[config.mk]
export PLATFORM = sky130hd
export DESIGN_NAME = fault_status_bank
export DESIGN_NICKNAME = d
export VERILOG_FILES = /design/src/fault_status_pkg.sv /design/src/fault_status_bank.sv
export SDC_FILE = /design/constraint.sdc
export NUM_CORES = 1
export LEC_CHECK = 0
export BUFFER_PORTS_ARGS = -buffer_cell sky130_fd_sc_hd__buf_2
export CAP_MARGIN = 20
export CORE_ASPECT_RATIO = 0.5
export CORE_MARGIN = 1.5
export CORE_UTILIZATION = 55
export DETAILED_ROUTE_END_ITERATION = 10
export GPL_TIMING_DRIVEN = 0
export PLACE_DENSITY = 0.84
export REMOVE_ABC_BUFFERS = 1
export SYNTH_ARGS = -nofsm -noshare
export SYNTH_HDL_FRONTEND = slang
export SYNTH_SLANG_ARGS = --single-unit
[constraint.sdc]
create_clock -name i_ref_clk -period 3 [get_ports i_ref_clk]
set_clock_uncertainty 0.05 [all_clocks]
set_input_delay 0.45 -clock i_ref_clk [delete_from_list [all_inputs] [get_ports i_ref_clk]]
set_output_delay 0.45 -clock i_ref_clk [all_outputs]
set_load 0.02 [all_outputs]
[src/fault_status_pkg.sv]
// Constants, field positions and carrier types of the fault status bank.
// Assumes one 100 MHz clock and a command decoder in front of the bank.
//
// Summary of operation
// - Word low byte is the summary byte
// - Byte bit 6 set while output unpowered
// - Byte bit 5 on output overvoltage fault
// - Byte bit 4 on output overcurrent fault
// - Byte bit 3 on input undervoltage fault
// - Byte bit 2 on temperature fault/warning
// - Byte bit 1 on communications/memory/logic fault
// - Word bit 15 on output voltage status
// - Word bit 14 on output current fault
// - Word bit 13 on input voltage status
// - Word bit 12 on manufacturer status
// - Word bit 11 while power not good
// - Power good may wait 2ms after enable
// - Word bit 9 when any detail bit set
// - Vout status bit 7 overvoltage fault
// - Vout status bit 6 overvoltage warning
// - Vout status bit 5 undervoltage warning
// - Vout status bit 4 undervoltage fault
// - Vout bit 3 on setpoint out of range
// - Fault may set without its warning
// - Status write flags invalid write in CML
package fault_status_pkg;

  // ==========================================================
  // Command codes
  localparam logic [7:0] CMD_SUMMARY_BYTE = 8'h78;
  localparam logic [7:0] CMD_SUMMARY_WORD = 8'h79;
  localparam logic [7:0] CMD_VOUT_STATUS  = 8'h7a;

  localparam logic [15:0] SUMMARY_RESET = 16'h0000;
  localparam logic [7:0]  DETAIL_RESET  = 8'h00;

  // ==========================================================
  // Summary word bit positions
  localparam int SW_VOUT  = 15;
  localparam int SW_IOUT  = 14;
  localparam int SW_INPUT = 13;
  localparam int SW_MFR   = 12;
  localparam int SW_PGN   = 11;
  localparam int SW_OTHER = 9;
  localparam int SW_OFF   = 6;
  localparam int SW_VOV   = 5;
  localparam int SW_IOC   = 4;
  localparam int SW_VINUV = 3;
  localparam int SW_TEMP  = 2;
  localparam int SW_CML   = 1;

  // ==========================================================
  // Detail register slots and shared bit positions
  localparam int DET_VOUT  = 0;
  localparam int DET_IOUT  = 1;
  localparam int DET_INPUT = 2;
  localparam int DET_TEMP  = 3;
  localparam int DET_CML   = 4;
  localparam int DET_MFR   = 5;
  localparam int DET_NUM   = 6;
  localparam int B_OV_FLT  = 7;
  localparam int B_OV_WRN  = 6;
  localparam int B_UV_WRN  = 5;
  localparam int B_UV_FLT  = 4;
  localparam int B_VMAX    = 3;
  localparam int B_OC_WRN  = 5;
  localparam int B_UC_FLT  = 4;
  localparam int B_CML_WR  = 1;
  localparam logic [7:0] CML_EXT_MASK = 8'he0;

  // ==========================================================
  // Timing
  localparam int CLK_PERIOD_NS = 10;
  localparam int PG_DELAY_MS   = 2;
  localparam int PG_DELAY_CYC  =
    PG_DELAY_MS * 1000000 / CLK_PERIOD_NS;
  localparam logic [15:0] VOUT_MIN_MV = 16'h0064;

  // ==========================================================
  // Carrier types
  typedef struct packed {
    logic vout_ov_flt;
    logic vout_ov_wrn;
    logic vout_uv_wrn;
    logic vout_uv_flt;
    logic iout_oc_flt;
    logic iout_oc_wrn;
    logic iout_uc_flt;
    logic vin_ov_flt;
    logic vin_ov_wrn;
    logic vin_uv_wrn;
    logic vin_uv_flt;
    logic ot_flt;
    logic ot_wrn;
    logic ut_wrn;
    logic ut_flt;
  } fault_evt_s;

  typedef struct packed {
    logic       valid;
    logic       write;
    logic [7:0] code;
  } status_cmd_s;

endpackage : fault_status_pkg

[src/fault_status_bank.sv]
// Read-only fault status bank: summary byte, summary word, vout status.
// Assumes a command decoder presents one command per valid cycle and
// that fault detectors give one-cycle event pulses.
module fault_status_bank
  import fault_status_pkg::*;
#(
  parameter int PG_CYC = PG_DELAY_CYC,
  parameter int PG_W   = 18
) (
  input  wire logic        i_ref_clk,
  input  wire logic        i_resetn,
  input  wire fault_evt_s  i_evt,
  input  wire logic [7:0]  i_cml_evt,
  input  wire logic [7:0]  i_mfr_evt,
  input  wire logic        i_clear_faults,
  input  wire logic        i_enable,
  input  wire logic        i_output_on,
  input  wire logic        i_pgood_raw,
  input  wire logic        i_vset_valid,
  input  wire logic [15:0] i_vset_mv,
  input  wire logic [15:0] i_vout_max_mv,
  input  wire status_cmd_s i_cmd,
  output logic             o_rd_valid,
  output logic             o_rd_hit,
  output logic [15:0]      o_rd_data,
  output logic             o_wr_reject,
  output logic             o_power_good,
  output logic [15:0]      o_summary_word,
  output logic [7:0]       o_vout_status
);

  // ==========================================================
  // Elaboration checks
  if (PG_CYC < 1 || PG_CYC >= (1 << PG_W) - 1) begin : g_chk
    $error("PG_CYC does not fit the power-good counter");
  end

  // ==========================================================
  // Detail status bytes, sticky until cleared
  logic [7:0]  det_ff  [DET_NUM];
  logic [7:0]  nxt_det [DET_NUM];
  logic [7:0]  det_set [DET_NUM];
  logic        cmd_is_status;
  logic        bad_write;
  logic        vset_bad;

  always_comb begin
    cmd_is_status = (i_cmd.code == CMD_SUMMARY_BYTE)
                 || (i_cmd.code == CMD_SUMMARY_WORD)
                 || (i_cmd.code == CMD_VOUT_STATUS);
    bad_write = i_cmd.valid && i_cmd.write && cmd_is_status;
    // Bounds compared in millivolts on both sides
    vset_bad  = i_vset_valid
             && ((i_vset_mv > i_vout_max_mv)
              || (i_vset_mv < VOUT_MIN_MV));
  end

  always_comb begin
    for (int k = 0; k < DET_NUM; k++) begin
      det_set[k] = DETAIL_RESET;
    end
    // Warnings and faults latch independently; a fast fault
    // may arrive with no warning ahead of it.
    det_set[DET_VOUT][B_OV_FLT]  = i_evt.vout_ov_flt;
    det_set[DET_VOUT][B_OV_WRN]  = i_evt.vout_ov_wrn;
    det_set[DET_VOUT][B_UV_WRN]  = i_evt.vout_uv_wrn;
    det_set[DET_VOUT][B_UV_FLT]  = i_evt.vout_uv_flt;
    det_set[DET_VOUT][B_VMAX]    = vset_bad;
    det_set[DET_IOUT][B_OV_FLT]  = i_evt.iout_oc_flt;
    det_set[DET_IOUT][B_OC_WRN]  = i_evt.iout_oc_wrn;
    det_set[DET_IOUT][B_UC_FLT]  = i_evt.iout_uc_flt;
    det_set[DET_INPUT][B_OV_FLT] = i_evt.vin_ov_flt;
    det_set[DET_INPUT][B_OV_WRN] = i_evt.vin_ov_wrn;
    det_set[DET_INPUT][B_UV_WRN] = i_evt.vin_uv_wrn;
    det_set[DET_INPUT][B_UV_FLT] = i_evt.vin_uv_flt;
    det_set[DET_TEMP][B_OV_FLT]  = i_evt.ot_flt;
    det_set[DET_TEMP][B_OV_WRN]  = i_evt.ot_wrn;
    det_set[DET_TEMP][B_UV_WRN]  = i_evt.ut_wrn;
    det_set[DET_TEMP][B_UV_FLT]  = i_evt.ut_flt;
    det_set[DET_CML]             = i_cml_evt & CML_EXT_MASK;
    det_set[DET_CML][B_CML_WR]   = bad_write;
    det_set[DET_MFR]             = i_mfr_evt;
  end

  for (genvar g = 0; g < DET_NUM; g++) begin : g_det
    // Set beats clear so no event is lost in the clear cycle
    always_comb begin
      nxt_det[g] = det_set[g]
                 | (det_ff[g] & {8{~i_clear_faults}});
    end

    always_ff @(posedge i_ref_clk or negedge i_resetn) begin
      if (!i_resetn) begin
        det_ff[g] <= DETAIL_RESET;
      end else begin
        det_ff[g] <= nxt_det[g];
      end
    end
  end

  // ==========================================================
  // Power-good qualification
  logic [PG_W-1:0] pg_cnt_ff;
  logic [PG_W-1:0] nxt_pg_cnt;
  logic            pg_ff;
  logic            nxt_pg;

  always_comb begin
    nxt_pg_cnt = pg_cnt_ff;
    if (!i_enable) begin
      nxt_pg_cnt = '0;
    end else if (pg_cnt_ff < PG_W'(PG_CYC)) begin
      nxt_pg_cnt = pg_cnt_ff + PG_W'(1);
    end
    // Held low for the first 2 ms of enable
    nxt_pg = i_enable && i_output_on && i_pgood_raw
          && (pg_cnt_ff >= PG_W'(PG_CYC));
  end

  always_ff @(posedge i_ref_clk or negedge i_resetn) begin
    if (!i_resetn) begin
      pg_cnt_ff <= '0;
      pg_ff     <= 1'b0;
    end else begin
      pg_cnt_ff <= nxt_pg_cnt;
      pg_ff     <= nxt_pg;
    end
  end

  // ==========================================================
  // Summary word, one storage for both summary commands
  logic [15:0] summary_ff;
  logic [15:0] nxt_summary;
  logic        any_detail;

  always_comb begin
    any_detail = 1'b0;
    for (int k = 0; k < DET_NUM; k++) begin
      any_detail = any_detail | (|det_ff[k]);
    end
    // Positions not assigned below stay zero
    nxt_summary           = SUMMARY_RESET;
    nxt_summary[SW_VOUT]  = |det_ff[DET_VOUT];
    nxt_summary[SW_IOUT]  = det_ff[DET_IOUT][B_OV_FLT]
                          | det_ff[DET_IOUT][B_UC_FLT];
    nxt_summary[SW_INPUT] = |det_ff[DET_INPUT];
    nxt_summary[SW_MFR]   = |det_ff[DET_MFR];
    nxt_summary[SW_PGN]   = ~pg_ff;
    nxt_summary[SW_OTHER] = any_detail;
    // Live level: covers never enabled as well as shut down
    nxt_summary[SW_OFF]   = ~i_output_on;
    nxt_summary[SW_VOV]   = det_ff[DET_VOUT][B_OV_FLT];
    nxt_summary[SW_IOC]   = det_ff[DET_IOUT][B_OV_FLT];
    nxt_summary[SW_VINUV] = det_ff[DET_INPUT][B_UV_FLT];
    nxt_summary[SW_TEMP]  = |det_ff[DET_TEMP];
    nxt_summary[SW_CML]   = |det_ff[DET_CML];
  end

  always_ff @(posedge i_ref_clk or negedge i_resetn) begin
    if (!i_resetn) begin
      summary_ff <= SUMMARY_RESET;
    end else begin
      summary_ff <= nxt_summary;
    end
  end

  // ==========================================================
  // Command answer
  logic        rd_valid_ff;
  logic        rd_hit_ff;
  logic [15:0] rd_data_ff;
  logic        wr_reject_ff;
  logic        nxt_rd_valid;
  logic        nxt_rd_hit;
  logic [15:0] nxt_rd_data;
  logic        nxt_wr_reject;

  always_comb begin
    nxt_rd_valid  = i_cmd.valid && !i_cmd.write;
    nxt_rd_hit    = nxt_rd_valid && cmd_is_status;
    nxt_wr_reject = bad_write;
    nxt_rd_data   = 16'h0000;
    if (nxt_rd_valid) begin
      case (i_cmd.code)
        CMD_SUMMARY_BYTE: begin
          nxt_rd_data = {8'h00, summary_ff[7:0]};
        end
        CMD_SUMMARY_WORD: begin
          nxt_rd_data = summary_ff;
        end
        CMD_VOUT_STATUS: begin
          nxt_rd_data = {8'h00, det_ff[DET_VOUT]};
        end
        default: begin
          nxt_rd_data = 16'h0000;
        end
      endcase
    end
  end

  always_ff @(posedge i_ref_clk or negedge i_resetn) begin
    if (!i_resetn) begin
      rd_valid_ff  <= 1'b0;
      rd_hit_ff    <= 1'b0;
      rd_data_ff   <= 16'h0000;
      wr_reject_ff <= 1'b0;
    end else begin
      rd_valid_ff  <= nxt_rd_valid;
      rd_hit_ff    <= nxt_rd_hit;
      rd_data_ff   <= nxt_rd_data;
      wr_reject_ff <= nxt_wr_reject;
    end
  end

  // ==========================================================
  // Outputs, all from flip-flops
  always_comb begin
    o_rd_valid     = rd_valid_ff;
    o_rd_hit       = rd_hit_ff;
    o_rd_data      = rd_data_ff;
    o_wr_reject    = wr_reject_ff;
    o_power_good   = pg_ff;
    o_summary_word = summary_ff;
    o_vout_status  = det_ff[DET_VOUT];
  end

endmodule : fault_status_bank

==> results.py <==
metrics = {
    "worst_setup_path": {
        "required_ps": 3210,
        "critPathMaxFanout": 18,
        "crit_chain": "o21a_1, o21bai_2, a21oi_2, buf_6, or4_1, a21oi_1",
        "crit_type": "reg2reg",
        "crit_arrival_ps": 2130,
        "critPathLaunchType": "flop",
        "end_kind": "flop",
        "slowest_stage": "or4_1",
        "slowest_delay_ps": 500,
    },
    "final_layout": {
        "n_antenna_cell": 0,
        "layout-drive-gt1-share": 0.281,
        "final_core_util": 0.692,
        "nets": 581,
        "fin_cells": 584,
        "area_delta_synth_final_pct": 21.4,
    },
    "cts": {
        "clock_latency_ps": 340,
        "path_clk_slew_ps": 60,
        "cts_tree": "done",
        "clockBufferDepth": 2,
        "numCtsBuffers": 9,
        "holdBufCountCts": 0,
        "cts_resized": 0,
        "post_cts_buffers": 0,
        "clockRootBuffer": "clkbuf_16",
        "cts.htree.levels": 3,
        "cts_sinks": 96,
    },
    "logic_synthesis": {
        "synth_cell_types": 48,
        "syn_inst": 377,
        "yosysWarningCount": 0,
        "synth_ff_type": "dfrtp_1",
        "synth_edf_count": 0,
        "avgSynthCellArea_sq_um": 11.1,
        "netlist_area_sq_um": 4200,
        "synth_async_sr_flop_share": 1.00,
        "ys_seq_area_frac": 0.572,
        "ys_ff_latch": 96,
    },
    "die": {
        "die_y_um": 64.8,
        "dieWidth_um": 127,
        "coreArea_sq_um": 7380,
        "rows": 22,
        "ios": 124,
        "dieArea_sq_um": 8210,
        "start_util": 0.570,
    },
    "routing": {
        "drcViolationCount": 0,
        "vias": 3180,
        "drt-initial-drc-count": 175,
        "ant_nets": 0,
        "dr.pass1.iters": 4,
        "routed_wl_mm": 8.63,
        "wl_per_cell_um": 14.8,
        "avgViaCountPerCell": 5.45,
    },
    "sta": {
        "min_period_over_period": 0.640,
        "post-route-min-period_ps": 1920,
        "final.setup.tns_ps": 0,
        "rsz0062_at_grt": "false",
        "worst_pin_slew_ps": 817,
        "final_max_slew_viol_count": 0,
        "timing.final.hold_violations": 14,
        "slew_headroom": 0.452,
        "hold_slack_ps": -3.87,
        "setup_viol": 0,
        "max_clock_freq_mhz": 521,
    },
    "run": {
        "maxCapViolations": 0,
    },
    "pwr": {
        "ir_drop_mv": 0.370,
        "cellLeakagePower_nw": 2.53,
        "p_per_area_nw_per_um2": 540,
    },
    "placement": {
        "dp_hpwl_mm": 5.88,
        "dp.cells": 567,
        "io_buffers": 112,
        "gp_congestion": 0.808,
    },
    "global_routing": {
        "grt_max_degree": 67,
        "grt_usage": 0.231,
        "grt_pass1_wl_mm": 14.5,
        "antenna_found_initial": 0,
        "grt_pass1_vias": 3169,
        "grt_overflow": 0,
    },
    "status": {
        "outcome": "finished, violations left",
        "violations": "negative hold slack",
    },
    "worst_hold_path": {
        "hp-class": "in2async",
    },
}
synth_stat cells (2+ instances only):
| master | n | area share |
|---|---|---|
| nand4b_1 | 2 | 0.0042 |
| nand4_1 | 9 | 0.013 |
| o31ai_1 | 4 | 0.0071 |
| a21oi_1 | 26 | 0.031 |
| inv_1 | 25 | 0.022 |
| o41ai_1 | 2 | 0.0042 |
| and3_1 | 2 | 0.0030 |
| nor3b_1 | 2 | 0.0036 |
| nand2_1 | 17 | 0.015 |
| clkbuf_1 | 7 | 0.0063 |
| or3_1 | 7 | 0.010 |
| o21a_1 | 2 | 0.0036 |
| and2_1 | 6 | 0.0089 |
| nand3_1 | 6 | 0.0071 |
| or4_1 | 4 | 0.0071 |
| a21o_1 | 29 | 0.052 |
| nor2_1 | 15 | 0.013 |
| nor3_1 | 2 | 0.0024 |
| buf_2 | 2 | 0.0024 |
| dfrtp_1 | 96 | 0.57 |
| mux2i_1 | 2 | 0.0048 |
| o21ai_0 | 8 | 0.0095 |
| ha_1 | 18 | 0.054 |
| and4_1 | 2 | 0.0042 |
| or4b_1 | 2 | 0.0048 |
| buf_4 | 14 | 0.025 |
| nor4_1 | 17 | 0.025 |
| nor2b_1 | 29 | 0.043 |
per-stage QoR:
stage               area (sq um)  total power (W)  setup WS, ps
finish                      5100          0.00275          1080
global route                5100          0.00287           904
CTS                         5090          0.00277           845
detailed placement          4780          0.00161           705
global placement            4750          0.00159           552
floorplan                   4070          0.00148          1230
cells in the final DEF, fill, tap and decap left out, drive strengths merged, types with 4 or more instances in the layout:
cell type / instances
nor2: 16
and2: 6
buf: 114
dfrtp: 96
nor4: 18
or3: 7
o31ai: 4
nand4: 10
nand3: 7
ha: 18
clkbuf: 11
conb: 6
o21ai: 8
a21o: 29
nor2b: 29
nand2: 17
inv: 27
a21oi: 27
or4: 4
sequential cells by signal (all words and copies together) (netlist names):
name	cells
det_ff	40
o_power_good	1
o_rd_data	14
o_rd_hit	1
o_rd_valid	1
o_summary_word	12
o_vout_status	8
o_wr_reject	1
pg_cnt_ff	18
report_power, final:
| part | leakage [nW] | switching (W) | internal, W |
|---|---|---|---|
| logic | 1.18 | 0.000132 | 0.0000958 |
| clock network | 0.153 | 0.000476 | 0.000695 |
| registers | 1.20 | 0.0000248 | 0.00133 |
| total | 2.53 | 0.000634 | 0.00212 |
critical path, delay by kind of cell (launching register included):
family	cells	cell delay, ps
AO/OA/AOI/OAI	4	650
AND/OR/NAND/NOR	1	500
flip-flops	1	450
buffers and inverters	1	200
area by class of cell:
cell class	count	area, sq um
Fill cell	572	2270
Multi-Input combinational cell	236	1570
Inverter	26	97.6
Timing Repair Buffer	114	602
Sequential cell	96	2400
Tap cell	96	120
Clock inverter	5	60.1
Clock buffer	11	253
final timing paths:
kind | startpoint | endpoint | slack, ps | depth (start not counted)
min in group i_ref_clk | i_output_on | o_summary_word[6]$_DFF_PN0_ | 210 | 2
worst min-delay path | i_resetn | pg_cnt_ff[5]$_DFFE_PN0P_ | -4 | 1
worst max register to register | pg_cnt_ff[6]$_DFFE_PN0P_ | pg_cnt_ff[10]$_DFFE_PN0P_ | 1080 | 6
max in group asynchronous | i_resetn | det_ff[14]$_DFF_PN0_ | 2270 | 2
worst min register to register | det_ff[39]$_DFF_PN0_ | o_summary_word[4]$_DFF_PN0_ | 350 | 0
worst max-delay path | pg_cnt_ff[6]$_DFFE_PN0P_ | pg_cnt_ff[10]$_DFFE_PN0P_ | 1080 | 6
per-layer routing:
metal	wire length, um	vias to the layer above	part of all wire	GRT usage
li1	-	1529	-	-
met1	3820	1551	0.44	0.289
met2	4260	82	0.49	0.395
met3	375	18	0.043	0.0636
met4	171	0	0.020	0.0805
met5	0	-	0	0
cells by family (layout without fill, tap and decap cells):
logic type      Yosys count  after routing  share of synthesized area
compound gates           79             79                      0.123
xor+xnor                  2              2                    0.00417
fa+ha+maj                18             18                     0.0536
buf+inv                  50            156                     0.0595
flops                    96             96                      0.572
mux                       2              2                    0.00476
other cells               1              6                   0.000892
simple gates            129            129                      0.182
Power figures use the tool's default switching activity.
